### src/rtl/prs_pkg.sv
`default_nettype none

package prs_pkg;

	// ************************************************************
	// Widths and register map
	// ************************************************************
	localparam int PRS_DATA_W = 16;
	localparam int PRS_ADDR_W = 8;
	localparam int PRS_Q      = 15;

	localparam logic [PRS_ADDR_W-1:0] PRS_CFG_OFFSET    = 8'h00;
	localparam logic [PRS_ADDR_W-1:0] PRS_STEP_OFFSET   = 8'h04;
	localparam logic [PRS_ADDR_W-1:0] PRS_STATUS_OFFSET = 8'h08;

	localparam logic [31:0] PRS_CFG_RESET  = 32'h0000_0000;
	localparam logic [31:0] PRS_STEP_RESET = 32'h0001_0000;

	localparam logic [1:0] PRS_RESP_OKAY   = 2'h0;
	localparam logic [1:0] PRS_RESP_SLVERR = 2'h2;

	// ************************************************************
	// Control word fields
	// ************************************************************
	localparam int PRS_MODE_LSB   = 0;
	localparam int PRS_MODE_W     = 3;
	localparam int PRS_BYPASS_BIT = 3;
	localparam int PRS_DELAY_LSB  = 4;
	localparam int PRS_DELAY_W    = 8;

	localparam int PRS_ST_BUSY_BIT  = 0;
	localparam int PRS_ST_MODE_LSB  = 1;
	localparam int PRS_ST_COUNT_LSB = 16;

	// ************************************************************
	// Filter geometry and numeric control
	// ************************************************************
	localparam int PRS_PHASES       = 32;
	localparam int PRS_TAPS         = 6;
	localparam int PRS_PROTO_LEN    = PRS_PHASES * PRS_TAPS;
	localparam int PRS_PROTO_CENTER = PRS_PROTO_LEN / 2;
	localparam int PRS_PROTO_SCALE  = 113;
	localparam int PRS_PHASE_W      = 5;
	localparam int PRS_TAP_W        = 3;

	localparam int              PRS_NCO_W    = 19;
	localparam int              PRS_NCO_FRAC = 16;
	localparam logic [PRS_NCO_W-1:0] PRS_NCO_ONE = 19'h1_0000;
	localparam logic [PRS_NCO_W-1:0] PRS_NCO_MAX = 19'h4_0000;

	localparam int PRS_HB_LONG_MULS  = 7;
	localparam int PRS_HB_SHORT_MULS = 5;

	// ************************************************************
	// Types
	// ************************************************************
	typedef struct packed {
		logic                  valid;
		logic [PRS_DATA_W-1:0] data;
	} prs_stream_type;

	typedef enum logic [1:0] {PRS_MODE_RS_ONLY, PRS_MODE_ONE_HB, PRS_MODE_TWO_HB} prs_mode_type;

	typedef enum logic [1:0] {PRS_RS_IDLE, PRS_RS_MAC, PRS_RS_OUT} prs_rs_state_type;

	// ************************************************************
	// Functions
	// ************************************************************
	// Codes other than one and two fall back to the re-sampler alone.
	function automatic prs_mode_type prs_decode_mode(input logic [PRS_MODE_W-1:0] code);
		prs_mode_type m;
		m = PRS_MODE_RS_ONLY;
		if (code == 3'h1)
			m = PRS_MODE_ONE_HB;
		else if (code == 3'h2)
			m = PRS_MODE_TWO_HB;
		return m;
	endfunction

	// Triangular prototype; tap t of phase p sits at index t*32+p.
	function automatic logic [PRS_DATA_W-1:0] prs_proto_coef(input int phase, input int tap);
		int d;
		d = tap * PRS_PHASES + phase - PRS_PROTO_CENTER;
		if (d < 0)
			d = -d;
		return PRS_DATA_W'((PRS_PROTO_CENTER - d) * PRS_PROTO_SCALE);
	endfunction

	// Shared halfband sets, innermost tap first; values are plain defaults.
	function automatic logic [PRS_DATA_W-1:0] prs_hb_coef(input logic long_set, input int k);
		logic [PRS_DATA_W-1:0] c;
		c = 16'h0000;
		if (long_set)
		begin
			case (k)
				0: c = 16'h2870;
				1: c = 16'hf2e0;
				2: c = 16'h0780;
				3: c = 16'hfb80;
				4: c = 16'h0290;
				5: c = 16'hfec0;
				6: c = 16'h0070;
				default: c = 16'h0000;
			endcase
		end
		else
		begin
			case (k)
				0: c = 16'h2800;
				1: c = 16'hf400;
				2: c = 16'h0600;
				3: c = 16'hfd80;
				4: c = 16'h00c0;
				default: c = 16'h0000;
			endcase
		end
		return c;
	endfunction

	// Byte-lane merge for AXI4-Lite writes.
	function automatic logic [31:0] prs_merge(input logic [31:0] old, input logic [31:0] wd,
		input logic [3:0] strb);
		logic [31:0] v;
		v = old;
		for (int i = 0; i < 4; i++)
			if (strb[i])
				v[i*8 +: 8] = wd[i*8 +: 8];
		return v;
	endfunction

endpackage

`default_nettype wire

### src/rtl/prs_resampler.sv
// What this block does
// - Polyphase filter: 32 phases of 6 taps
// - NCO picks output instants, any ratio from one to four
// - Decimation factor limited to one through four
// - Two halfbands give interpolation by two or four
// - One stage uses 23-tap; both chain 23 then 15
// - Seven multiplies long, five multiplies short
// - Halfbands share decimating halfband coefficient sets
// - Three low control bits select configuration
// - Control bit three bypasses polyphase filter
// - Extra data-ready pulses spaced by bits 4-11
// - Output buffer written one sample per clock
//
// The register offsets and the AXI4-Lite register port are this design's own decisions.
`timescale 1ns/1ps
`default_nettype none

module prs_resampler
	import prs_pkg::*;
(
	// Clock and reset
	input  wire logic                  aclk,
	input  wire logic                  aresetn,
	// AXI4-Lite write address
	input  wire logic                  s_axi_awvalid,
	output logic                       s_axi_awready,
	input  wire logic [PRS_ADDR_W-1:0] s_axi_awaddr,
	input  wire logic [2:0]            s_axi_awprot,
	// AXI4-Lite write data
	input  wire logic                  s_axi_wvalid,
	output logic                       s_axi_wready,
	input  wire logic [31:0]           s_axi_wdata,
	input  wire logic [3:0]            s_axi_wstrb,
	// AXI4-Lite write response
	output logic                       s_axi_bvalid,
	input  wire logic                  s_axi_bready,
	output logic [1:0]                 s_axi_bresp,
	// AXI4-Lite read address
	input  wire logic                  s_axi_arvalid,
	output logic                       s_axi_arready,
	input  wire logic [PRS_ADDR_W-1:0] s_axi_araddr,
	input  wire logic [2:0]            s_axi_arprot,
	// AXI4-Lite read data
	output logic                       s_axi_rvalid,
	input  wire logic                  s_axi_rready,
	output logic [31:0]                s_axi_rdata,
	output logic [1:0]                 s_axi_rresp,
	// Scaled samples from the gain stage
	input  wire prs_stream_type        in_sample,
	output logic                       in_ready,
	// Samples and data-ready strobe to the output formatter
	output prs_stream_type             out_sample
);

	// ************************************************************
	// State
	// ************************************************************
	// One record holds every flop, so the reset value and the
	// next-state copy can never cover different sets.
	typedef struct packed {
		logic [31:0]                          cfg;
		logic [31:0]                          step;
		logic                                 aw_got;
		logic                                 w_got;
		logic [PRS_ADDR_W-1:0]                aw_addr;
		logic [31:0]                          w_data;
		logic [3:0]                           w_strb;
		logic                                 bvalid;
		logic [1:0]                           bresp;
		logic                                 rvalid;
		logic [31:0]                          rdata;
		logic [1:0]                           rresp;
		prs_rs_state_type                     st;
		logic [PRS_TAPS-1:0][PRS_DATA_W-1:0]  hist;
		logic [PRS_NCO_W-1:0]                 nco;
		logic [PRS_PHASE_W-1:0]               phase;
		logic [PRS_TAP_W-1:0]                 tap;
		logic [39:0]                          mac;
		logic [PRS_DATA_W-1:0]                rs_data;
		logic [PRS_DELAY_W-1:0]               gap;
		logic                                 out_valid;
		logic [PRS_DATA_W-1:0]                out_data;
		logic [15:0]                          out_count;
	} prs_top_state_type;

	prs_top_state_type r;
	prs_top_state_type next_r;

	// Decoded configuration and inter-stage handshakes.
	prs_mode_type         mode;
	logic                 bypass;
	logic                 interpolating;
	logic [PRS_NCO_W-1:0] step_eff;
	prs_stream_type       rs_out;
	prs_stream_type       hb1_in;
	prs_stream_type       hb1_out;
	prs_stream_type       hb2_in;
	prs_stream_type       hb2_out;
	prs_stream_type       pace_src;
	logic                 rs_ready;
	logic                 hb1_in_ready;
	logic                 hb1_out_ready;
	logic                 hb2_in_ready;
	logic                 pace_ready;

	// ************************************************************
	// Configuration decode
	// ************************************************************
	assign mode          = prs_decode_mode(r.cfg[PRS_MODE_LSB +: PRS_MODE_W]);
	assign bypass        = r.cfg[PRS_BYPASS_BIT];
	assign interpolating = (mode != PRS_MODE_RS_ONLY);

	// The step is the input-to-output period in 1/65536 input samples,
	// clamped so the decimation factor stays between one and four.
	always_comb
	begin
		if (r.step < 32'(PRS_NCO_ONE))
			step_eff = PRS_NCO_ONE;
		else if (r.step > 32'(PRS_NCO_MAX))
			step_eff = PRS_NCO_MAX;
		else
			step_eff = r.step[PRS_NCO_W-1:0];
	end

	// ************************************************************
	// Stream routing between the stages
	// ************************************************************
	// Changing the mode while samples are in flight may drop or
	// duplicate one sample; software should change it when idle.
	assign rs_out.valid  = (r.st == PRS_RS_OUT);
	assign rs_out.data   = r.rs_data;
	assign hb1_in.valid  = rs_out.valid && interpolating;
	assign hb1_in.data   = rs_out.data;
	assign hb2_in.valid  = hb1_out.valid && (mode == PRS_MODE_TWO_HB);
	assign hb2_in.data   = hb1_out.data;
	assign rs_ready      = interpolating ? hb1_in_ready : pace_ready;
	assign hb1_out_ready = (mode == PRS_MODE_TWO_HB) ? hb2_in_ready : pace_ready;
	assign in_ready      = (r.st == PRS_RS_IDLE);
	assign pace_ready    = (r.gap == '0);

	always_comb
	begin
		if (mode == PRS_MODE_ONE_HB)
			pace_src = hb1_out;
		else if (mode == PRS_MODE_TWO_HB)
			pace_src = hb2_out;
		else
			pace_src = rs_out;
	end

	// ************************************************************
	// Interpolating halfbands
	// ************************************************************
	// The 23-tap stage always comes first; the 15-tap stage runs at
	// twice its rate and is used only for interpolation by four.
	prs_halfband_interp #(
		.NMUL     (PRS_HB_LONG_MULS),
		.LONG_SET (1'b1)
	) u_hb_long (
		.aclk       (aclk),
		.aresetn    (aresetn),
		.in_sample  (hb1_in),
		.in_ready   (hb1_in_ready),
		.out_sample (hb1_out),
		.out_ready  (hb1_out_ready)
	);

	prs_halfband_interp #(
		.NMUL     (PRS_HB_SHORT_MULS),
		.LONG_SET (1'b0)
	) u_hb_short (
		.aclk       (aclk),
		.aresetn    (aresetn),
		.in_sample  (hb2_in),
		.in_ready   (hb2_in_ready),
		.out_sample (hb2_out),
		.out_ready  (pace_ready)
	);

	// ************************************************************
	// Next-state logic
	// ************************************************************
	always_comb
	begin
		logic [PRS_NCO_W-1:0]            acc;
		logic signed [2*PRS_DATA_W:0]    prod;
		acc    = '0;
		prod   = '0;
		next_r = r;

		// Write channel: address and data are taken in either order.
		if (s_axi_awvalid && !r.aw_got)
		begin
			next_r.aw_got  = 1'b1;
			next_r.aw_addr = s_axi_awaddr;
		end
		if (s_axi_wvalid && !r.w_got)
		begin
			next_r.w_got  = 1'b1;
			next_r.w_data = s_axi_wdata;
			next_r.w_strb = s_axi_wstrb;
		end
		// A status write is dropped; an unmapped offset answers
		// with an error so that a stray write shows.
		if (r.bvalid && s_axi_bready)
			next_r.bvalid = 1'b0;
		if (r.aw_got && r.w_got && !r.bvalid)
		begin
			next_r.aw_got = 1'b0;
			next_r.w_got  = 1'b0;
			next_r.bvalid = 1'b1;
			next_r.bresp  = PRS_RESP_OKAY;
			if (r.aw_addr == PRS_CFG_OFFSET)
				next_r.cfg = prs_merge(r.cfg, r.w_data, r.w_strb);
			else if (r.aw_addr == PRS_STEP_OFFSET)
				next_r.step = prs_merge(r.step, r.w_data, r.w_strb);
			else if (r.aw_addr == PRS_STATUS_OFFSET)
				next_r.bresp = PRS_RESP_OKAY;
			else
				next_r.bresp = PRS_RESP_SLVERR;
		end

		// Read channel: one read at a time, answered the next cycle.
		// Status comes from the state before this edge, so it may
		// lag a sample taken in the same cycle.
		if (r.rvalid && s_axi_rready)
			next_r.rvalid = 1'b0;
		if (s_axi_arvalid && !r.rvalid)
		begin
			next_r.rvalid = 1'b1;
			next_r.rresp  = PRS_RESP_OKAY;
			next_r.rdata  = '0;
			if (s_axi_araddr == PRS_CFG_OFFSET)
				next_r.rdata = r.cfg;
			else if (s_axi_araddr == PRS_STEP_OFFSET)
				next_r.rdata = r.step;
			else if (s_axi_araddr == PRS_STATUS_OFFSET)
			begin
				next_r.rdata[PRS_ST_BUSY_BIT] = (r.st != PRS_RS_IDLE);
				next_r.rdata[PRS_ST_MODE_LSB +: 2] = mode;
				next_r.rdata[PRS_ST_COUNT_LSB +: 16] = r.out_count;
			end
			else
				next_r.rresp = PRS_RESP_SLVERR;
		end

		// Re-sampler: each input advances the NCO by one sample; an
		// output falls due when a whole step has elapsed. The residue
		// says how far back the output instant lies and picks the phase.
		case (r.st)
			PRS_RS_IDLE:
				if (in_sample.valid)
				begin
					next_r.hist = {r.hist[PRS_TAPS-2:0], in_sample.data};
					acc = r.nco + PRS_NCO_ONE;
					if (acc >= step_eff)
					begin
						acc = acc - step_eff;
						next_r.phase = PRS_PHASE_W'((PRS_NCO_ONE - 1'b1 - acc)
							>> (PRS_NCO_FRAC - PRS_PHASE_W));
						next_r.mac = '0;
						next_r.tap = '0;
						if (bypass)
						begin
							next_r.rs_data = in_sample.data;
							next_r.st = PRS_RS_OUT;
						end
						else
							next_r.st = PRS_RS_MAC;
					end
					next_r.nco = acc;
				end
			PRS_RS_MAC:
			begin
				// One tap of the selected phase per clock, six in all.
				prod = $signed(prs_proto_coef(int'(r.phase), int'(r.tap)))
					* $signed(r.hist[r.tap]);
				next_r.mac = $signed(r.mac) + prod;
				if (r.tap == PRS_TAP_W'(PRS_TAPS - 1))
				begin
					next_r.rs_data = next_r.mac[PRS_Q +: PRS_DATA_W];
					next_r.st = PRS_RS_OUT;
				end
				else
					next_r.tap = r.tap + 1'b1;
			end
			default:
				if (rs_ready)
					next_r.st = PRS_RS_IDLE;
		endcase

		// Pacing: while interpolating, each sample is handed on no sooner
		// than delay+1 clocks after the last, so the extra data-ready
		// strobes are evenly spread. Spacing below five, or below
		// sixteen for serial output, is too tight for the formatter.
		// Without interpolation the gap is never loaded, so the
		// strobe follows each output as soon as it is ready.
		next_r.out_valid = 1'b0;
		if (pace_src.valid && pace_ready)
		begin
			next_r.out_valid = 1'b1;
			next_r.out_data  = pace_src.data;
			next_r.out_count = r.out_count + 1'b1;
			if (interpolating)
				next_r.gap = r.cfg[PRS_DELAY_LSB +: PRS_DELAY_W];
		end
		else if (r.gap != '0)
			next_r.gap = r.gap - 1'b1;
	end

	// ************************************************************
	// State register
	// ************************************************************
	// The step resets to one, so inputs yield outputs before
	// software has configured anything.
	always_ff @(posedge aclk)
	begin
		if (!aresetn)
			r <= '{cfg: PRS_CFG_RESET, step: PRS_STEP_RESET, st: PRS_RS_IDLE, default: '0};
		else
			r <= next_r;
	end

	// ************************************************************
	// Outputs
	// ************************************************************
	// Protection bits carry no meaning for this block.
	// Each ready inverts a captured flag, so a second request
	// waits until the first has been answered.
	assign s_axi_awready    = !r.aw_got;
	assign s_axi_wready     = !r.w_got;
	assign s_axi_bvalid     = r.bvalid;
	assign s_axi_bresp      = r.bresp;
	assign s_axi_arready    = !r.rvalid;
	assign s_axi_rvalid     = r.rvalid;
	assign s_axi_rdata      = r.rdata;
	assign s_axi_rresp      = r.rresp;
	assign out_sample.valid = r.out_valid;
	assign out_sample.data  = r.out_data;

endmodule

`default_nettype wire

### src/rtl/prs_halfband_interp.sv
`timescale 1ns/1ps
`default_nettype none

module prs_halfband_interp
	import prs_pkg::*;
#(
	parameter int NMUL     = PRS_HB_LONG_MULS,
	parameter bit LONG_SET = 1'b1
)
(
	// Clock and reset
	input  wire logic           aclk,
	input  wire logic           aresetn,
	// Samples in at the lower rate
	input  wire prs_stream_type in_sample,
	output logic                in_ready,
	// Samples out at twice the rate
	output prs_stream_type      out_sample,
	input  wire logic           out_ready
);

	localparam int HL = 2 * NMUL;
	localparam int CW = $clog2(HL);

	typedef enum logic [1:0] {PRS_HB_IDLE, PRS_HB_MAC, PRS_HB_EVEN, PRS_HB_ODD} prs_hb_state_type;

	typedef struct packed {
		prs_hb_state_type                 st;
		logic [HL-1:0][PRS_DATA_W-1:0]    hist;
		logic [CW-1:0]                    cnt;
		logic [39:0]                      acc;
		logic [PRS_DATA_W-1:0]            data;
	} prs_hb_regs_type;

	prs_hb_regs_type r;
	prs_hb_regs_type next_r;

	// ************************************************************
	// Sequencing
	// ************************************************************
	// The odd output folds symmetric pairs, so a long set costs seven
	// multiplies and a short set five, all on one shared multiplier.
	always_comb
	begin
		logic signed [PRS_DATA_W:0]   pair;
		logic signed [2*PRS_DATA_W+1:0] prod;
		pair   = '0;
		prod   = '0;
		next_r = r;
		case (r.st)
			PRS_HB_IDLE:
				if (in_sample.valid)
				begin
					next_r.hist = {r.hist[HL-2:0], in_sample.data};
					next_r.cnt  = '0;
					next_r.acc  = '0;
					next_r.st   = PRS_HB_MAC;
				end
			PRS_HB_MAC:
			begin
				pair = $signed({r.hist[r.cnt][PRS_DATA_W-1], r.hist[r.cnt]})
					+ $signed({r.hist[CW'(HL-1) - r.cnt][PRS_DATA_W-1],
					r.hist[CW'(HL-1) - r.cnt]});
				prod = $signed(prs_hb_coef(LONG_SET, NMUL - 1 - int'(r.cnt))) * pair;
				next_r.acc = $signed(r.acc) + prod;
				if (r.cnt == CW'(NMUL - 1))
				begin
					next_r.data = r.hist[NMUL-1];
					next_r.st   = PRS_HB_EVEN;
				end
				else
					next_r.cnt = r.cnt + 1'b1;
			end
			PRS_HB_EVEN:
				if (out_ready)
				begin
					next_r.data = r.acc[PRS_Q +: PRS_DATA_W];
					next_r.st   = PRS_HB_ODD;
				end
			default:
				if (out_ready)
					next_r.st = PRS_HB_IDLE;
		endcase
	end

	// ************************************************************
	// State register
	// ************************************************************
	always_ff @(posedge aclk)
	begin
		if (!aresetn)
			r <= '{st: PRS_HB_IDLE, default: '0};
		else
			r <= next_r;
	end

	// Two outputs per input; the output stalls while downstream is busy.
	assign in_ready         = (r.st == PRS_HB_IDLE);
	assign out_sample.valid = (r.st == PRS_HB_EVEN) || (r.st == PRS_HB_ODD);
	assign out_sample.data  = r.data;

endmodule

`default_nettype wire

### config.mk
export PLATFORM = sky130hd
export DESIGN_NAME = prs_resampler
export DESIGN_NICKNAME = d
export VERILOG_FILES = /design/src/rtl/prs_pkg.sv /design/src/rtl/prs_resampler.sv /design/src/rtl/prs_halfband_interp.sv
export SDC_FILE = /design/constraint.sdc
export NUM_CORES = 2
export LEC_CHECK = 0
export BUFFER_PORTS_ARGS = -buffer_cell sky130_fd_sc_hd__buf_2
export CELL_PAD_IN_SITES_DETAIL_PLACEMENT = 2
export CELL_PAD_IN_SITES_GLOBAL_PLACEMENT = 2
export CORE_MARGIN = 2
export CORE_UTILIZATION = 40
export CTS_CLUSTER_SIZE = 30
export DETAILED_ROUTE_END_ITERATION = 10
export PLACE_DENSITY = 0.9
export SLEW_MARGIN = 30
export SYNTH_ARGS = -nofsm -noshare
export SYNTH_HDL_FRONTEND = slang
export SYNTH_SLANG_ARGS = --single-unit
### constraint.sdc
create_clock -name aclk -period 32.6 [get_ports aclk]
set_clock_uncertainty 0.05 [all_clocks]
set_input_delay 6.52 -clock aclk [delete_from_list [all_inputs] [get_ports aclk]]
set_output_delay 6.52 -clock aclk [all_outputs]
set_load 0.02 [all_outputs]
# Word-level counts from Yosys, hierarchy flattened
# Index checks and enable logic that the tools add are counted.
# word_totals
register_bits,878
input_bits,82
output_inout_bits,59
wordCells,285
# classes
n_addsub,21
n_mul,4
n_lt_le_gt_ge,9
n_eq_ne,43
n_mux,76
bitwise,2
n_reduce_logical,64
# op_table
operator,n
270-bit two-way mux,1
16-bit binary-select mux with 4-bit select,4
16-bit two-way mux,15
206-bit two-way mux,1
181-bit two-way mux,1
44-bit one-hot mux with 2 select lines,2
"32-bit by 2-bit equality test with 1-bit output, second input constant",4
"32-bit by 3-bit equality test with 1-bit output, second input constant",4
59-bit one-hot mux with 2 select lines,1
16-bit one-hot mux with 7 select lines,1
32-bit two-way mux,3
40-bit by 33-bit adder with 40-bit output,2
16-bit one-hot mux with 5 select lines,1
16-bit by 17-bit multiplier with 33-bit output,2
"32-bit by 1-bit equality test with 1-bit output, second input constant",2
32-bit zero test,2
64-bit two-way mux,1
16-bit one-hot mux with 2 select lines,2
19-bit two-way mux,3
16-bit binary-select mux with 3-bit select,1
40-bit by 32-bit adder with 40-bit output,1
2-bit two-way mux,18
35-bit two-way mux,1
16-bit by 16-bit adder with 17-bit output,2
other kinds (54),144

# Depth between registers and ports, before layout
# depth
depth_word,11
depth_mapped,51
depth_no_buf,48

# Modules after synthesis
# A second synthesis with hierarchy kept.
# hier_totals
hier_cells,8150
hier_area_um2,68669.6
# by_module_without_submodules
mod,instances,cells_per_inst,area_each_um2,seq_area_each_um2
prs_resampler,1,3318,27988.1,7186.9
prs_halfband_interp at u_hb_long,1,2666,22601.7,5465.2
prs_halfband_interp at u_hb_short,1,2166,18079.8,4144.0

# Worst setup path after synthesis
# OpenSTA, ideal clock, no wires.
# synth_timing
kind,register to register
start,register r[99] (netlist bit)
end,register r (netlist bit hb1_in[11])
setup_time_ns,0.132
t_arrival_ns,12.045
t_required_ns,32.418
setup_slack_ns,20.372
stages_incl_launch_ff,49
n_path_buf,8
period_less_slack_ns,12.228
path_cell_list,dfxtp_1 -> inv_1 -> clkbuf_1 -> clkbuf_1 -> ha_1 -> clkbuf_1 -> clkbuf_1 -> nand2_1 -> xnor2_1 -> xnor2_1 -> inv_1 -> clkbuf_1 -> ha_1 -> fa_1 -> inv_1 -> fa_1 -> inv_1 -> ha_1 -> [... 13 more ...] -> clkbuf_1 -> xnor2_1 -> xnor2_1 -> fa_1 -> fa_1 -> inv_1 -> fa_1 -> inv_1 -> ha_1 -> clkbuf_1 -> a21o_1 -> a221oi_1 -> o21bai_1 -> a21oi_1 -> xor2_1 -> nor2_1 -> a21oi_1 -> a21oi_1
# synth_between
elab_chain_cells,11
word_cells_on_any_way,17
classes_between,add/sub: 5; mul: 2; order compare: 1; eq/ne: 2; mux: 6; reduce/logical: 1
# synth_rtl
element,line_no,text
from (decl),prs_resampler.sv:86,prs_top_state_type r;
from (signal assigned),prs_resampler.sv:321,r <= next_r;
8-bit by 5-bit adder with 9-bit output,prs_pkg.sv:83,d = tap * PRS_PHASES + phase - PRS_PROTO_CENTER;
9-bit by 7-bit subtractor with 10-bit output,prs_pkg.sv:83,
10-bit negation with 32-bit output / 10-bit by 1-bit < comparator with 1-bit output (equally long branches),"prs_pkg.sv:85, prs_pkg.sv:84",
32-bit two-way mux,prs_pkg.sv:84,if (d < 0)
32-bit two-way mux,prs_resampler.sv:250,case (r.st)
8-bit by 32-bit subtractor with 32-bit output,prs_pkg.sv:86,return PRS_DATA_W'((PRS_PROTO_CENTER - d) * PRS_PROTO_SCALE);
32-bit by 8-bit multiplier with 16-bit output,prs_pkg.sv:86,
16-bit by 16-bit multiplier with 32-bit output,prs_resampler.sv:277,* $signed(r.hist[r.tap]);
40-bit by 32-bit adder with 40-bit output,prs_resampler.sv:278,next_r.mac = $signed(r.mac) + prod;
16-bit two-way mux,prs_resampler.sv:279,if (r.tap == PRS_TAP_W'(PRS_TAPS - 1))
59-bit one-hot mux with 2 select lines,prs_resampler.sv:250,
# Several ways; a longest one is shown, not always the timed one. The select of a mux whose other input is x is not followed.
# A chain may end at the register's enable or synchronous reset.

# Worst setup path after layout
# layout_timing
start,register r[100] (netlist bit)
end,register r (netlist bit hb1_in[11])
# layout_between
elab_chain_cells,11
word_cells_on_any_way,12
classes_between,add/sub: 5; mul: 2; order compare: 1; mux: 4
# layout_rtl
element,line_no
8-bit by 5-bit adder with 9-bit output (*),prs_pkg.sv:83
9-bit by 7-bit subtractor with 10-bit output (*),prs_pkg.sv:83
10-bit negation with 32-bit output / 10-bit by 1-bit < comparator with 1-bit output (equally long branches),"prs_pkg.sv:85, prs_pkg.sv:84"
32-bit two-way mux (*),prs_pkg.sv:84
32-bit two-way mux (*),prs_resampler.sv:250
8-bit by 32-bit subtractor with 32-bit output (*),prs_pkg.sv:86
32-bit by 8-bit multiplier with 16-bit output (*),prs_pkg.sv:86
16-bit by 16-bit multiplier with 32-bit output (*),prs_resampler.sv:277
40-bit by 32-bit adder with 40-bit output (*),prs_resampler.sv:278
16-bit two-way mux (*),prs_resampler.sv:279
59-bit one-hot mux with 2 select lines (*),prs_resampler.sv:250
# Every way passes the cells marked *; elsewhere a longest branch is shown, timed or not. The select of a mux whose other input is x is not followed.

==> flow_summary.toml <==
[timing]
setup_violations = 0
fin_crit_ps = 17700
period_share = 0.543
rsz0062_at_grt = "no"
slew_headroom = 0.187
final_hold_viol_count = 0
drv_slew = 0
tns_ps = 0
fmax_mhz = 56.5
tightest_slew_ps = 1220

[cts]
cts_tree = "done"
cts.path.max_buffers = 3
ctsResizeCount = 0
cts_root_buf = "clkbuf_16"
clkLatencyLatePin_ps = 790
htreeDepth = 3
hold_buffers = 0
cts_buffers = 98
clkTransAtPathRegs_ps = 70
cts.sinks = 839
cts_setup_buffers = 0

[routing]
wl_per_cell_um = 33.5
dr_total_vias = 64200
drt_iter0_markers = 6188
wl_um = 337000
drc = 0
viasPerCell = 6.39
dr.pass1.iters = 6
drtAntennaViolNets = 0

[synth]
synth-warning-count = 0
synth.largest_area_cell = "dfxtp_1"
ys_ff_latch = 839
netlist_area_mm2 = 0.0665
synth_compound_area_frac = 0.132
synth_top_family_by_area = "adder cells"
synthFlopType = "dfxtp_1"
synth_enable_flop_cells = 0
synth_xor_area_frac = 0.0336
ys_seq_area_frac = 0.252
synthTopCellsByArea = "dfxtp_1 25%, fa_1 19%, nand2_1 9.5%, ha_1 7.4%, a21oi_1 6.4%"
synthSimpleGateAreaFrac = 0.159
synthDistinctLibCells = 83
yosysTopAreaCellShare = 0.252
async_flop_share = 0
synth_area_per_cell_um2 = 8.37
synth_adder_area_share = 0.269
synth.area.mux_share = 0.0759
syn_inst = 7950

[critical_path]
required_ps = 33230
cp.arrival_ps = 18330
worstSetupEndpointType = "register"
critPathLaunchType = "register"
slowest_delay_ps = 1000
critPathSlowestCell = "dfxtp_1"
critical_path_class = "register to register"
worst-path-max-fanout = 21

[die]
die-area_mm2 = 0.170
die_w_um = 412
initial_core_util = 0.403
row_count = 149
die_y_um = 412
coreArea_mm2 = 0.165
pin_count = 141

[cells_and_area]
fillers = 18000
area_growth_pct = 8.68
drive_gt1_frac = 0.0782
multi_input_area_mm2 = 0.0449
fin_nets = 8901
seqCellArea_mm2 = 0.0168

[run]
drv_cap = 0

[worst_hold_path]
hold_class = "register to register"

[place]
gp_congestion = 0.875
dpl.hpwl_um = 199000
portBuffers = 132

[grt]
grt_max_degree = 195
grt_pass1_wl_um = 487000
antenna_found_initial = 16
grt_pass1_vias = 73300
grt_use_total = 0.380
grt_remaining_overflow = 0

[status]
status = "finished clean"
-- worst paths after layout --
| check | from | slack (ps) | to | cells after the start |
|---|---|---|---|---|
| max | r[100] | 14900 | hb1_in[11] | 42 |
| min | s_axi_rdata[4] | 420 | s_axi_rdata[4] | 2 |
| min reg2reg | s_axi_rdata[4] | 420 | s_axi_rdata[4] | 2 |
| max reg2reg | r[100] | 14900 | hb1_in[11] | 42 |
-- flip-flops by register name, indices dropped and copies added, names as in the netlist --
signal                 flops
bypass                     1
hb1_in                    16
out_sample                17
r                        289
s_axi_bresp                1
s_axi_bvalid               1
s_axi_rdata               32
s_axi_rresp                1
s_axi_rvalid               1
u_hb_long.out_sample      16
u_hb_long.r              257
u_hb_short.out_sample     16
u_hb_short.r             191
-- layer usage --
metal | part of all wire | vias up | wire length [um] | GRT usage
li1 | - | 25600 | - | -
met1 | 0.34 | 32700 | 114000 | 0.395
met2 | 0.48 | 3957 | 163000 | 0.657
met3 | 0.071 | 2002 | 24000 | 0.0814
met4 | 0.10 | 16 | 35100 | 0.312
met5 | 0.00040 | - | 133 | 0
-- cells by family (layout without fill, tap and decap cells) --
logic type               after synthesis  after routing
AO/OA/AOI/OAI                       1504           1504
XOR/XNOR                             252            252
adder cells (fa/ha/maj)             1043           1043
buffers and inverters               1319           1221
flip-flops                           839            839
multiplexers                         394            394
other                                  1              6
AND/OR/NAND/NOR                     2598           2598
-- through the flow --
step / util / instances / setup WS (ps) / hold WS [ps] / area [um^2]
finish: 0.438 / 10000 / 14900 / 423 / 72300
global route: 0.438 / 10000 / 14840 / 433 / 72300
CTS: 0.437 / 10000 / 15840 / 417 / 72100
detailed placement: 0.417 / 9862 / 16760 / 400 / 68800
global placement: 0.416 / 9862 / 18010 / 390 / 68800
floorplan: - / 7951 / 20370 / 382 / 66600
-- cells in the mapped netlist (all sizes together), types with 45 or more instances --
library cell     n
a21o            61
a22oi           45
a211oi          75
clkbuf         407
xnor2          163
fa             647
nand2b          46
nor2           513
nand3           99
and2            73
buf             92
mux4            83
dfxtp          839
ha             396
xor2            89
nor3            56
inv            816
a21oi          855
o21ai          193
nand2         1687
mux2i          256
mux2            55
-- final cells by class --
class	instances	area share
Antenna cell	4	0.000138
Clock buffer	131	0.0382
Clock inverter	46	0.00785
Inverter	820	0.0427
Multi-Input combinational cell	5793	0.621
Sequential cell	839	0.232
Tap cell	2189	0.0379
Timing Repair Buffer	224	0.0201
-- cells in the final DEF, fill, tap and decap left out, types with 86 or more instances in the layout --
cell       synthesis  routed
xor2_1            89      86
nand2_1         1686    1684
a21oi_1          855     854
buf_2             11     132
nand3_1           99      97
fa_1             647     647
mux2i_1          256     256
ha_1             396     396
dfxtp_1          839     833
o21ai_0          183     177
clkbuf_16          0      98
nor2_1           512     507
inv_1            812     812
xnor2_1          159     155
-- worst max-delay path, delay by kind of cell (launching register included) --
family	cells	cell delay, ps
compound gates	10	3270
flops	1	1000
buf+inv	8	1980
fa+ha+maj	12	6530
simple gates	4	980
xor+xnor	8	3760
Power is left out: the tool's default activity adds up to more than one toggle a clock period on the data nets, which glitch-free logic cannot reach.
